$ cat config.mk
export PLATFORM = sky130hd
export DESIGN_NAME = atcc_top
export DESIGN_NICKNAME = d
export VERILOG_FILES = /design/src/logic/atcc_pkg.sv /design/src/logic/atcc_conv_if.sv /design/src/logic/atcc_seq.sv /design/src/logic/atcc_top.sv
export SDC_FILE = /design/constraint.sdc
export NUM_CORES = 1
export LEC_CHECK = 0
export BUFFER_PORTS_ARGS = -buffer_cell sky130_fd_sc_hd__buf_2
export CAP_MARGIN = 20
export CORE_MARGIN = 5
export CORE_UTILIZATION = 42
export DETAILED_ROUTE_END_ITERATION = 16
export PLACE_DENSITY = 0.6
export REMOVE_ABC_BUFFERS = 1
export SETUP_SLACK_MARGIN = 0.3
export SLEW_MARGIN = 20
export SYNTH_ARGS = -nofsm -noshare
export SYNTH_HDL_FRONTEND = slang
export SYNTH_SLANG_ARGS = --single-unit
$ cat constraint.sdc
create_clock -name clk_sys -period 2.7 [get_ports clk_sys]
set_input_delay 0.135 -clock clk_sys [delete_from_list [all_inputs] [get_ports clk_sys]]
set_output_delay 0.135 -clock clk_sys [all_outputs]
set_load 0.05 [all_outputs]
$ cat src/logic/atcc_pkg.sv
// Shared constants and types of the converter trigger and compare control
package atcc_pkg;
    // ------------------------------------------------------------
    // Register indices (byte address = 4 * index)
    // ------------------------------------------------------------
    localparam logic [7:0] IDX_CTRL_ONE = 8'hE1;
    localparam logic [7:0] IDX_CTRL_TWO = 8'hE2;
    localparam logic [7:0] IDX_DELAY_LOW = 8'hE3;
    localparam logic [7:0] IDX_CTRL_ZERO = 8'hE8;
    localparam logic [7:0] IDX_RESULT_LOW = 8'hF0;
    localparam logic [7:0] IDX_RESULT_HIGH = 8'hF1;
    localparam logic [7:0] IDX_CMP_LOW = 8'hF2;
    localparam logic [7:0] IDX_CMP_HIGH = 8'hF3;
    localparam logic [7:0] IDX_IRQ_ENABLE = 8'hF4;
    // ------------------------------------------------------------
    // Field positions
    // ------------------------------------------------------------
    localparam int B0_DONE = 7;
    localparam int B0_START = 6;
    localparam int B1_PIN_SEL = 6;
    localparam int B1_POWER = 0;
    localparam int B1_HW_EN = 1;
    localparam int B2_CMPO = 4;
    // ------------------------------------------------------------
    // Reset values and counts
    // ------------------------------------------------------------
    localparam logic [7:0] RST_BYTE = 8'h00;
    localparam logic [5:0] SAMPLE_BASE_LAST = 6'h05;
    localparam logic [5:0] CONV_LAST = 6'h0B;
    localparam logic [3:0] CHAN_BANDGAP = 4'h8;
    localparam logic [3:0] CHAN_RESERVED = 4'h2;
    // ------------------------------------------------------------
    // Sequencer states, Gray along idle, sample, convert
    // ------------------------------------------------------------
    typedef enum logic [1:0] {
        ST_IDLE = 2'h0,
        ST_SAMPLE = 2'h1,
        ST_CONVERT = 2'h3
    } atcc_state_type;
endpackage

$ cat src/logic/atcc_conv_if.sv
// Link between the control registers and the conversion sequencer
`timescale 1ns/100ps
`default_nettype none
interface atcc_conv_if;
    logic start;
    logic abort;
    logic [2:0] aqt;
    logic [1:0] div;
    logic tick;
    logic busy;
    logic sampling;
    logic done;
    logic [11:0] result;
    modport ctrl (output start, abort, aqt, div, input tick, busy, sampling, done, result);
    modport eng (input start, abort, aqt, div, output tick, busy, sampling, done, result);
endinterface
`default_nettype wire

$ cat src/logic/atcc_seq.sv
// Converter clock divider and sample / convert sequencer
`timescale 1ns/100ps
`default_nettype none
module atcc_seq (
    input wire logic clk_sys,
    input wire logic rstn,
    input wire logic [11:0] sar_data,
    atcc_conv_if.eng conv
);
    import atcc_pkg::*;

    typedef struct packed {
        atcc_state_type state;
        logic [2:0] div_cnt;
        logic tick;
        logic [5:0] cnt;
        logic sampling;
        logic done;
        logic [11:0] result;
    } atcc_seq_st_type;

    atcc_seq_st_type st_q, st_d;
    logic [2:0] div_mask;
    logic [5:0] samp_last;

    always_comb begin
        case (conv.div)
            2'h0: div_mask = 3'h0;
            2'h1: div_mask = 3'h1;
            2'h2: div_mask = 3'h3;
            default: div_mask = 3'h7;
        endcase
        samp_last = {1'b0, conv.aqt, 2'h0} + SAMPLE_BASE_LAST;
        st_d = st_q;
        st_d.done = 1'b0;
        st_d.tick = (st_q.div_cnt == div_mask);
        st_d.div_cnt = (st_q.div_cnt == div_mask) ? 3'h0 : st_q.div_cnt + 3'h1;
        case (st_q.state)
            ST_IDLE: begin
                if (conv.start) begin
                    st_d.state = ST_SAMPLE;
                    st_d.cnt = 6'h00;
                    st_d.sampling = 1'b1;
                end
            end
            ST_SAMPLE: begin
                if (st_q.tick) begin
                    if (st_q.cnt == samp_last) begin
                        st_d.state = ST_CONVERT;
                        st_d.cnt = 6'h00;
                        st_d.sampling = 1'b0;
                    end else begin
                        st_d.cnt = st_q.cnt + 6'h01;
                    end
                end
            end
            ST_CONVERT: begin
                if (st_q.tick) begin
                    if (st_q.cnt == CONV_LAST) begin
                        st_d.state = ST_IDLE;
                        st_d.result = sar_data;
                        st_d.done = 1'b1;
                    end else begin
                        st_d.cnt = st_q.cnt + 6'h01;
                    end
                end
            end
            default: st_d.state = ST_IDLE;
        endcase
        // Power-down drops any conversion in flight
        if (conv.abort) begin
            st_d.state = ST_IDLE;
            st_d.sampling = 1'b0;
            st_d.done = 1'b0;
        end
    end

    always_ff @(posedge clk_sys or negedge rstn) begin
        if (!rstn) begin
            st_q <= '0;
        end else begin
            st_q <= st_d;
        end
    end

    assign conv.tick = st_q.tick;
    assign conv.busy = (st_q.state != ST_IDLE);
    assign conv.sampling = st_q.sampling;
    assign conv.done = st_q.done;
    assign conv.result = st_q.result;
endmodule
`default_nettype wire

$ cat src/logic/atcc_top.sv
// Converter trigger, compare and register control with Avalon-MM slave
//
// What this block does
// - Hardware trigger starts conversion, sets busy bit
// - Starts while converting are dropped silently
// - Programmable delay before triggered conversion starts
// - Compare each 12-bit result when enabled
// - Polarity 0: result >= value; 1: less
// - Compare hit with brake enable pulses brake
// - Compare mode: repeat until hit, then done
// - Done flag with enable raises interrupt
// - Done flag blocks starts until software clears
// - Start bit: write 1 starts, reads busy
// - Source field picks PWM 0/2/4 or pin
// - Channel field routes input, reserved codes none
// - Pin location bit picks port bit 4/3
// - Divider gives system clock over 1/2/4/8
// - Type field: falling, rising, centre, end
// - Hardware enable adds hardware starts to software
// - Power bit gates all conversions
// - Sampling lasts 4 times field plus 6
// - Delay counter is 9 bits, MSB elsewhere
// - Result split: upper 8, lower 4 bits
//
// Chosen here: the Avalon-MM register port.
`timescale 1ns/100ps
`default_nettype none
module atcc_top (
    input wire logic clk_sys,
    input wire logic rstn,
    input wire logic [9:0] avs_address,
    input wire logic avs_read,
    input wire logic avs_write,
    input wire logic [31:0] avs_writedata,
    input wire logic [3:0] avs_byteenable,
    output logic [31:0] avs_readdata,
    output logic avs_waitrequest,
    input wire logic pwm_ch0,
    input wire logic pwm_ch2,
    input wire logic pwm_ch4,
    input wire logic pwm_period_centre,
    input wire logic pwm_period_end,
    input wire logic port0_bit3,
    input wire logic port0_bit4,
    input wire logic [11:0] sar_data,
    output logic converter_power_on,
    output logic [8:0] sampler_channel,
    output logic sampler_sampling,
    output logic fault_brake,
    output logic irq
);
    import atcc_pkg::*;

    // ------------------------------------------------------------
    // State
    // ------------------------------------------------------------
    typedef struct packed {
        logic wreq;
        logic [7:0] rdata;
        logic [5:0] c0;
        logic [7:0] c1;
        logic fb_en;
        logic pol;
        logic cmp_en;
        logic cmpo;
        logic [2:0] aqt;
        logic dly8;
        logic [7:0] dly_lo;
        logic [11:0] cmp_val;
        logic [11:0] res;
        logic irq_en;
        logic busy;
        logic done;
        logic start;
        logic pend;
        logic [8:0] dcnt;
        logic prev_lvl;
        logic [8:0] chan;
        logic brake;
        logic irq;
    } atcc_st_type;

    atcc_st_type st_q, st_d;
    atcc_conv_if conv ();

    logic [7:0] idx;
    logic addr_ok;
    logic wr_take;
    logic pin_lvl;
    logic src_lvl;
    logic hw_evt;
    logic can_start;
    logic hw_accept;
    logic sw_start;
    logic cmp_hit;

    atcc_seq u_seq (
        .clk_sys(clk_sys),
        .rstn(rstn),
        .sar_data(sar_data),
        .conv(conv)
    );

    assign conv.start = st_q.start;
    assign conv.abort = ~st_q.c1[B1_POWER];
    assign conv.aqt = st_q.aqt;
    assign conv.div = st_q.c1[5:4];

    // ------------------------------------------------------------
    // Trigger selection
    // ------------------------------------------------------------
    always_comb begin
        pin_lvl = st_q.c1[B1_PIN_SEL] ? port0_bit3 : port0_bit4;
        case (st_q.c0[5:4])
            2'h0: src_lvl = pwm_ch0;
            2'h1: src_lvl = pwm_ch2;
            2'h2: src_lvl = pwm_ch4;
            default: src_lvl = pin_lvl;
        endcase
        case (st_q.c1[3:2])
            2'h0: hw_evt = st_q.prev_lvl && !src_lvl;
            2'h1: hw_evt = !st_q.prev_lvl && src_lvl;
            2'h2: hw_evt = pwm_period_centre;
            default: hw_evt = pwm_period_end;
        endcase
    end

    // Busy covers the trigger delay too, so a second trigger cannot
    // restart the delay count.
    assign can_start = st_q.c1[B1_POWER] && !st_q.busy && !st_q.done;
    assign hw_accept = st_q.c1[B1_HW_EN] && hw_evt && can_start;
    assign idx = avs_address[9:2];
    assign addr_ok = (avs_address[1:0] == 2'h0);
    assign wr_take = avs_write && !st_q.wreq && addr_ok && avs_byteenable[0];
    assign sw_start = wr_take && idx == IDX_CTRL_ZERO && avs_writedata[B0_START] && can_start;
    assign cmp_hit = st_q.pol ? (conv.result < st_q.cmp_val) : (conv.result >= st_q.cmp_val);

    // ------------------------------------------------------------
    // Next state
    // ------------------------------------------------------------
    always_comb begin
        st_d = st_q;
        st_d.start = 1'b0;
        st_d.brake = 1'b0;
        st_d.prev_lvl = src_lvl;
        // One wait state: answer a cycle after the request appears
        st_d.wreq = !((avs_read || avs_write) && st_q.wreq);
        if (avs_read && st_q.wreq) begin
            st_d.rdata = RST_BYTE;
            if (addr_ok) begin
                case (idx)
                    IDX_CTRL_ZERO: st_d.rdata = {st_q.done, st_q.busy, st_q.c0};
                    IDX_CTRL_ONE: st_d.rdata = st_q.c1;
                    IDX_CTRL_TWO: st_d.rdata = {st_q.fb_en, st_q.pol, st_q.cmp_en, st_q.cmpo, st_q.aqt, st_q.dly8};
                    IDX_DELAY_LOW: st_d.rdata = st_q.dly_lo;
                    IDX_RESULT_HIGH: st_d.rdata = st_q.res[11:4];
                    IDX_RESULT_LOW: st_d.rdata = {4'h0, st_q.res[3:0]};
                    IDX_CMP_HIGH: st_d.rdata = st_q.cmp_val[11:4];
                    IDX_CMP_LOW: st_d.rdata = {4'h0, st_q.cmp_val[3:0]};
                    IDX_IRQ_ENABLE: st_d.rdata = {7'h00, st_q.irq_en};
                    default: st_d.rdata = RST_BYTE;
                endcase
            end
        end
        if (wr_take) begin
            case (idx)
                IDX_CTRL_ZERO: begin
                    st_d.c0 = avs_writedata[5:0];
                    if (!avs_writedata[B0_DONE]) begin
                        st_d.done = 1'b0;
                    end
                end
                IDX_CTRL_ONE: st_d.c1 = avs_writedata[7:0];
                IDX_CTRL_TWO: begin
                    st_d.fb_en = avs_writedata[7];
                    st_d.pol = avs_writedata[6];
                    st_d.cmp_en = avs_writedata[5];
                    st_d.aqt = avs_writedata[3:1];
                    st_d.dly8 = avs_writedata[0];
                end
                IDX_DELAY_LOW: st_d.dly_lo = avs_writedata[7:0];
                IDX_CMP_HIGH: st_d.cmp_val[11:4] = avs_writedata[7:0];
                IDX_CMP_LOW: st_d.cmp_val[3:0] = avs_writedata[3:0];
                IDX_IRQ_ENABLE: st_d.irq_en = avs_writedata[0];
                default: st_d.irq_en = st_q.irq_en;
            endcase
        end
        // Hardware trigger: mark busy now, start after the delay
        if (hw_accept) begin
            st_d.busy = 1'b1;
            st_d.pend = 1'b1;
            st_d.dcnt = {st_q.dly8, st_q.dly_lo};
        end
        if (sw_start) begin
            st_d.busy = 1'b1;
            st_d.pend = 1'b0;
            st_d.start = 1'b1;
        end
        if (st_q.pend && conv.tick) begin
            if (st_q.dcnt == 9'h000) begin
                st_d.pend = 1'b0;
                st_d.start = 1'b1;
            end else begin
                st_d.dcnt = st_q.dcnt - 9'h001;
            end
        end
        // Completion comes after the software clear so the set wins
        if (conv.done) begin
            st_d.res = conv.result;
            if (st_q.cmp_en) begin
                st_d.cmpo = cmp_hit;
                if (cmp_hit) begin
                    st_d.done = 1'b1;
                    st_d.busy = 1'b0;
                    st_d.brake = st_q.fb_en;
                end else begin
                    st_d.start = 1'b1;
                end
            end else begin
                st_d.done = 1'b1;
                st_d.busy = 1'b0;
            end
        end
        if (!st_q.c1[B1_POWER]) begin
            st_d.busy = 1'b0;
            st_d.pend = 1'b0;
            st_d.start = 1'b0;
        end
        // Channel routing; code 0110 lands on channel 6 naturally
        for (int i = 0; i < 9; i++) begin
            st_d.chan[i] = st_q.c1[B1_POWER] && st_q.c0[3:0] == 4'(i) && st_q.c0[3:0] != CHAN_RESERVED;
        end
        st_d.irq = st_q.done && st_q.irq_en;
    end

    always_ff @(posedge clk_sys or negedge rstn) begin
        if (!rstn) begin
            st_q <= '0;
            st_q.wreq <= 1'b1;
        end else begin
            st_q <= st_d;
        end
    end

    assign avs_readdata = {24'h000000, st_q.rdata};
    assign avs_waitrequest = st_q.wreq;
    assign converter_power_on = st_q.c1[B1_POWER];
    assign sampler_channel = st_q.chan;
    assign sampler_sampling = conv.sampling;
    assign fault_brake = st_q.brake;
    assign irq = st_q.irq;
endmodule
`default_nettype wire

# Word level (Yosys, flattened, before mapping)
# Index checks and enable logic that the tools add are counted.
dict set report totals {
  register_bits 115
  wordCells 184
}
dict set report op_classes {
  n_addsub 4
  n_lt_le_gt_ge 2
  n_eq_ne 39
  mux 47
  reduce_logical 61
}
# cell count
set op_table {}
lappend op_table {{== test 8 bit (second input constant)} 9}
lappend op_table {{one-hot mux 8 bit (9 select lines)} 1}
lappend op_table {{two-way mux 13 bit} 3}
lappend op_table {{logical AND 1 bit} 34}
lappend op_table {{two-way mux 2 bit} 12}
lappend op_table {{two-way mux 6 bit} 3}
lappend op_table {{one-hot mux 6 bit (3 select lines)} 1}
lappend op_table {{== test 4 x 3 -> 1 bit (second input constant)} 4}
lappend op_table {{AND reduction 2 bit} 8}
lappend op_table {{two-way mux 1 bit} 14}
lappend op_table {{two-way mux 7 bit} 2}
lappend op_table {{>= comparator 12 bit} 1}
lappend op_table {{less-than comparator 12 bit} 1}
lappend op_table {{!= test 3 x 2 -> 1 bit (second input constant)} 4}
lappend op_table {{two-way mux 11 bit} 1}
lappend op_table {{logical NOT 2 bit} 5}
lappend op_table {{two-way mux 10 bit} 1}
lappend op_table {{AND reduction 5 bit} 2}
lappend op_table {{logical NOT 9 bit} 1}
lappend op_table {{two-way mux 9 bit} 1}
lappend op_table {{one-hot mux 3 bit (3 select lines)} 1}
lappend op_table {{subtractor 9 x 1 -> 9 bit (second input constant)} 1}
lappend op_table {{== test 2 x 1 -> 1 bit (second input constant)} 4}
lappend op_table {{== test 2 bit (second input constant)} 4}
lappend op_table {{other kinds (25)} 35}

# Logic depth before layout (Yosys ltp)
# Gate-level depths: netlist of the first run.
dict set report logic_depth {
  word_depth 15
  mapped_depth 8
  depth_no_buf 8
}

# Modules after synthesis
# A second synthesis of the first run with hierarchy kept.
dict set report hier_totals {
  hier_cells 566
  hier_area_um2 6244.7
}
# module n_inst cells_each area_per_inst_um2 seq_area_each_um2
set by_module_without_submodules {}
lappend by_module_without_submodules {atcc_top 1 449 4917.2 2228.4}
lappend by_module_without_submodules {atcc_seq 1 117 1327.5 650.6}

# Least setup slack after synthesis of the first run
# No wires, ideal clock.
dict set report synth_timing {
  path_type {register -> register}
  startpoint {register st_q[12] (netlist name)}
  endpoint {register st_q[16] (netlist name)}
  setup_ns 0.123
  arrival_time_ns 2.051
  t_required_ns 2.577
  setup_slack_ns 0.526
  path_stages_with_launch 9
  period_less_slack_ns 2.174
  path_cell_list {dfrtp_1 inv_1 ha_1 nor3b_1 nand4bb_1 o21bai_1 buf_2 a21oi_1 o221a_2}
}
# item line_no
set synth_lines {}
lappend synth_lines {{from (decl)} atcc_top.sv:83} ;# atcc_st_type st_q, st_d;
lappend synth_lines {{from (signal assigned)} atcc_top.sv:241} ;# st_q <= st_d;

==> results.toml, run 1 <==
[power]
peakVddDrop_mv = 0.451
p_sw_frac = 0.229
p_sw_mw = 0.983
intPower_mw = 3.30
p_clk_frac = 0.510
p_leak_nw = 3.52
power_frac_comb = 0.072
p_seq_frac = 0.418
p_per_area_mw_per_mm2 = 600

[detailed_routing]
post_drt_via_cell_ratio = 5.51
drc = 0
drt_iter0_markers = 303
drtAntennaViolNets = 0
vias = 4565
drt_first_pass_iters = 5
wire_per_inst_um = 18.0
wl_um = 14900

[sta]
slew_viol_final = 0
fin_crit_sh = 0.819
clock_skew_ns = 0.00717
max_clock_freq_mhz = 452
period_minus_slack_ns = 2.21
final_hold_viol_count = 0
final.setup.tns_ns = 0
rsz0062_at_grt = "false"
hold_ws_ns = 0.0198
tightest_slew_ns = 0.866
relSlewSlack = 0.423
setup_viol = 0

[clock_network]
cts.sinks = 115
clock_latency_ns = 0.41
clockBufferDepth = 2
root_buffer = "clkbuf_16"
clk_pin_slew_ns = 0.05
tritoncts = "built"
htree_levels = 4
numCtsBuffers = 17

[setup_path]
r2r_setup_slack_ns = 0.49
worstReg2RegStart = "st_q[72]"
reg2reg_depth = 6
worstPathRequired_ns = 2.99
crit_path_start_kind = "flip-flop"
r2r_end = "st_q[18]"
endpoint_kind = "flip-flop"
setup.worst_path.class = "reg -> reg"
critPathMaxFanout = 7
cp.arrival_ns = 2.51

[synth]
yosysTopAreaCell = "dfrtp_1"
async_flop_share = 1.00
syn_inst = 560
seq_area_frac_synth = 0.478
syn_area_per_cell_um2 = 10.8
ys_types = 65
yosys-top-cells-area = "dfrtp_1 47%, mux2_2 11%, buf_4 5.4%"
yosysWarnings = 0
yosysTopAreaCellShare = 0.474
ys_seq_elements = 115
syn-cell-area_mm2 = 0.00602
synth_edf_count = 0
synth_ff_type = "dfrtp_1"

[final_layout]
n_antenna_cell = 0
post-route-util = 0.510
fillCellCount = 1256
area_growth_syn_to_layout_pct = 18.6
layout_commonest_cell = "dfrtp_1"
drive_gt1_frac = 0.287
nets = 722
final_cell_mix = "114 x dfrtp_1, 62 x buf_2, 59 x mux2_2, 37 x nand2_1, 37 x o21ai_0"

[die]
coreArea_mm2 = 0.0140
row_count = 43
die_w_um = 130
io_pins = 115
die_area_mm2 = 0.0168
initial_core_util = 0.430
dieHeight_um = 130

[placement]
gp_congestion = 0.877
portBuffers = 63
dp_hpwl_um = 10800

[hold_path]
whs_path_depth = 3
hold_path.class = "in -> reg"
min-delay-start = "avs_writedata[5]"
min_to = "st_q[63]"

[job]
cap_violations = 0

[global_route]
grt_use_met2 = 0.285
grt_pass1_wl_um = 23900
grt_util_met3 = 0.0458
grt_pass1_vias = 4485
busiest_layer = "met2"
grt_max_degree = 116
antenna_found_initial = 0
globalRouteTotalUtil = 0.185
grt_overflow = 0
grt_util_met1 = 0.253

[outcome]
outcome = "finished, final reports clean"
[synth_stat cells, drive strengths merged, types with 3 or more instances]
| library cell | number |
|---|---|
| a211oi | 3 |
| a21o | 5 |
| a21oi | 22 |
| a221oi | 3 |
| a22o | 5 |
| a31oi | 7 |
| a32o | 5 |
| and2 | 3 |
| and3 | 6 |
| buf | 49 |
| clkbuf | 13 |
| dfrtp | 114 |
| ha | 17 |
| inv | 23 |
| mux2 | 60 |
| mux2i | 7 |
| nand2 | 38 |
| nand2b | 4 |
| nand3 | 19 |
| nand4 | 6 |
| nor2 | 34 |
| nor2b | 5 |
| nor3 | 14 |
| nor3b | 4 |
| nor4 | 4 |
| o211ai | 4 |
| o21ai | 37 |
| o221a | 6 |
| o31ai | 4 |
| xnor2 | 4 |
[metrics by stage]
step | power, mW | instance area, um2 | worst slack (ns) | std cells
2_1_floorplan | 1.97 | 5700 | 0.208 | 522
3_3_place_gp | 2.10 | 6380 | 0.369 | 781
3_5_place_dp | 2.11 | 6380 | 0.292 | 781
4_1_cts | 4.33 | 7130 | 0.333 | 828
5_1_grt | 4.44 | 7140 | 0.345 | 828
6_report | 4.28 | 7140 | 0.488 | 828
[flip-flops by register name, summed over array words and instances, names as in the netlist, 2 cells and up]
| name | flops |
|---|---|
| avs_readdata | 8 |
| conv.aqt | 3 |
| conv.div | 2 |
| sampler_channel | 9 |
| st_q | 62 |
| u_seq.conv.result | 12 |
| u_seq.st_q | 11 |
[area by class of cell]
cell class              count  area [um2]  area share
inverters                  23        86.3      0.0121
flip-flops and latches    115        2880       0.403
clock inverters             3        40.0     0.00561
clock buffers              28         547      0.0766
well taps                 180         225      0.0315
repair buffers             95         611      0.0855
multi-input cells         384        2750       0.385
[worst max-delay path, stage by stage, from the launching register on]
cell and delay (ns):
dfrtp_1 0.40, mux2_1 0.33, mux4_2 0.53, mux2i_1 0.17
nor2_1 0.13, nand2_1 0.19, o221a_2 0.33
[cells by family after synthesis]
| family | count (synthesis) | synth area share |
|---|---|---|
| adders and majority gates | 17 | 0.0353 |
| and+or+nand+nor | 153 | 0.136 |
| buffers and inverters | 85 | 0.0819 |
| AOI/OAI and AO/OA | 114 | 0.126 |
| xor gates and xnor gates | 6 | 0.0110 |
| DFF | 115 | 0.478 |
| muxes | 69 | 0.131 |
| other | 1 | 0.000623 |
[metal layers]
| metal | wire length [um] | up-vias |
|---|---|---|
| met4 | 361 | 0 |
| met5 | 0 | - |
| met2 | 6810 | 144 |
| met1 | 6750 | 2273 |
| li1 | - | 2116 |
| met3 | 1000 | 32 |
[power groups by stage]
stage                     clock network (mW)  logic [mW]  registers, mW
final                                   2.18       0.309           1.79
after detailed placement                   0       0.291           1.82
after floorplan                            0       0.152           1.82
after CTS                               2.23       0.311           1.79
after global placement                     0       0.284           1.82
after global routing                    2.30       0.340           1.79
[repair_timing]
action / 4_1_cts / 5_1_grt
buffers inserted: 0 / 0
endpoints found under the hold margin: 130 / 0
endpoints found under the setup margin: 2 / 11
pin swaps: 0 / 1
resized for setup: 1 / 3
hold buffers: 16 / 0
cloned: 0 / 0
[how the worst max path moves through the flow]
stage,from,depth (start not counted),to
finish,st_q[72],6,st_q[18]
global route,st_q[39],9,st_q[62]
CTS,st_q[39],9,st_q[62]
detailed placement,st_q[39],9,st_q[62]
global placement,st_q[39],9,st_q[62]
floorplan,st_q[12],7,st_q[16]
(Power assumes the default switching activity.)
==> run 2, diff against run 1 <==
==> constraint.sdc (replaced) <==
create_clock -name clk_sys -period 2.3 [get_ports clk_sys]
set_input_delay 0.115 -clock clk_sys [delete_from_list [all_inputs] [get_ports clk_sys]]
set_output_delay 0.115 -clock clk_sys [all_outputs]
set_load 0.05 [all_outputs]
==> results.toml, run 2 (synthesized netlist as in run 1, its figures left out) <==
[hold_path]
whs_path_depth = 3
min-delay-start = "avs_writedata[5]"
hold_path.class = "in -> reg"

[die]
die_w_um = 130
initial_core_util = 0.430
io_pins = 115
die_area_mm2 = 0.0168
row_count = 43
coreArea_mm2 = 0.0140
dieHeight_um = 130

[detailed_routing]
drt_iter0_markers = 347
drt_first_pass_iters = 5
post_drt_via_cell_ratio = 5.51
drtAntennaViolNets = 0
vias = 4715
wire_per_inst_um = 18.5
drc = 0
wl_um = 15900

[sta]
fin_crit_sh = 0.965
final_hold_viol_count = 0
relSlewSlack = 0.532
setup_viol = 0
rsz0062_at_grt = "true"
slew_viol_final = 0
clock_skew_ns = 0.00728
final.setup.tns_ns = 0
tightest_slew_ns = 0.696
period_minus_slack_ns = 2.22
max_clock_freq_mhz = 451

[setup_path]
crit_path_start_kind = "flip-flop"
setup.worst_path.class = "reg -> reg"
worstReg2RegStart = "st_q[72]"
critPathMaxFanout = 8
setup.worst_path.start = "st_q[72]"
endpoint_kind = "flip-flop"
reg2reg_depth = 6
r2r_setup_slack_ns = 0.08
r2r_end = "st_q[17]"
cp.arrival_ns = 2.58
max_stage_delay_ns = 0.54
worstPathRequired_ns = 2.66
cp-endpoint = "st_q[17]"
cp_cell_sequence = "mux2_4 > mux4_2 > mux2i_4 > or2_4 > a21oi_2 > o221a_4"
cpMaxStageDelayCell = "mux4_2"

[global_route]
busiest_layer = "met2"
antenna_found_initial = 0
grt_max_degree = 70
grt_overflow = 0
globalRouteTotalUtil = 0.197
grt_pass1_vias = 4808
grt_util_met3 = 0.0557
grt_pass1_wl_um = 25500
grt_util_met1 = 0.267
grt_use_met2 = 0.305

[final_layout]
drive_gt1_frac = 0.357
n_antenna_cell = 0
layout_commonest_cell = "dfrtp_1"
nets = 749
final_cell_mix = "114 x dfrtp_1, 62 x buf_2, 58 x mux2_2, 39 x buf_4"
area_growth_syn_to_layout_pct = 27.0
fillCellCount = 1223
largest_reg_flops = 62
finalInstanceArea_mm2 = 0.00764
top_register = "st_q"

[placement]
dp_hpwl_um = 11200
gp_congestion = 0.905
dpl_cell_area_mm2 = 0.00649
portBuffers = 63

[clock_network]
cts.sinks = 115
tritoncts = "built"
numCtsBuffers = 17
clock_latency_ns = 0.42
root_buffer = "clkbuf_16"
clockBufferDepth = 2
clk_pin_slew_ns = 0.05
htree_levels = 4

[power]
peakVddDrop_mv = 0.637
p_per_area_mw_per_mm2 = 686
p_leak_nw = 3.70
p_total_mw = 5.24

[outcome]
outcome = "finished, final reports clean"

[job]
cap_violations = 0
==> run 2: cell count changes in the layout (fill, tap and decap cells not counted), moves of 3 or more <==
cell      delta
clkbuf_8     -3
buf_4       +23
ha_4         +3
a21oi_1      -6
ha_1         -3
o221a_2      -5
a21oi_2      +3
buf_6        +3
o221a_4      +5
a21oi_4      +3
==> run 2: how the worst min path moves through the flow <==
stage,slack (ns),endpoint
CTS,0.002,st_q[49]
finish,0.0003,st_q[47]
floorplan,-0.18,avs_readdata[0]
detailed placement,-0.01,sampler_channel[6]
global placement,-0.02,sampler_channel[4]
global route,0.006,st_q[63]
==> run 2: per-stage QoR <==
stage	std cells	util	hold slack [ns]	setup slack, ns
6_report	856	0.546	0.000300	0.0807
5_1_grt	856	0.546	0.00626	0.0108
4_1_cts	849	0.533	0.00175	0.134
3_5_place_dp	794	0.464	-0.0131	-0.0689
3_3_place_gp	794	0.464	-0.0160	-0.0127
2_1_floorplan	522	-	-0.181	-0.192
==> run 2: layout make-up <==
class,count,area (um2),area share
clock buffer,23,498,0.0651
clock inverter,9,125,0.0164
inverter,23,86.3,0.0113
multi-input combinational,384,2990,0.392
sequential,115,2880,0.377
tap,180,225,0.0295
timing repair buffer,122,837,0.110
==> run 2: routing by layer <==
metal	wire (um)	up-vias
li1	-	2171
met1	7010	2348
met2	7370	171
met3	1140	25
met4	346	0
met5	0	-
==> run 2: where the power goes <==
part,internal (mW),switching (mW)
Clock,1.84,0.914
Sequential,2.06,0.0399
Combinational,0.122,0.267
Total,4.02,1.22
==> run 2: timing repair <==
item	CTS	global route
hold endpoints to repair	130	0
buffers inserted	7	7
resized for setup	27	22
setup endpoints to repair	20	20
pin swaps	10	27
hold buffers	16	0
==> run 2: critical path, delay by kind of cell, from the launching register on <==
family          cells  cell delay [ns]
flops               1             0.39
compound gates      2             0.35
mux                 3             1.07
simple gates        1             0.34
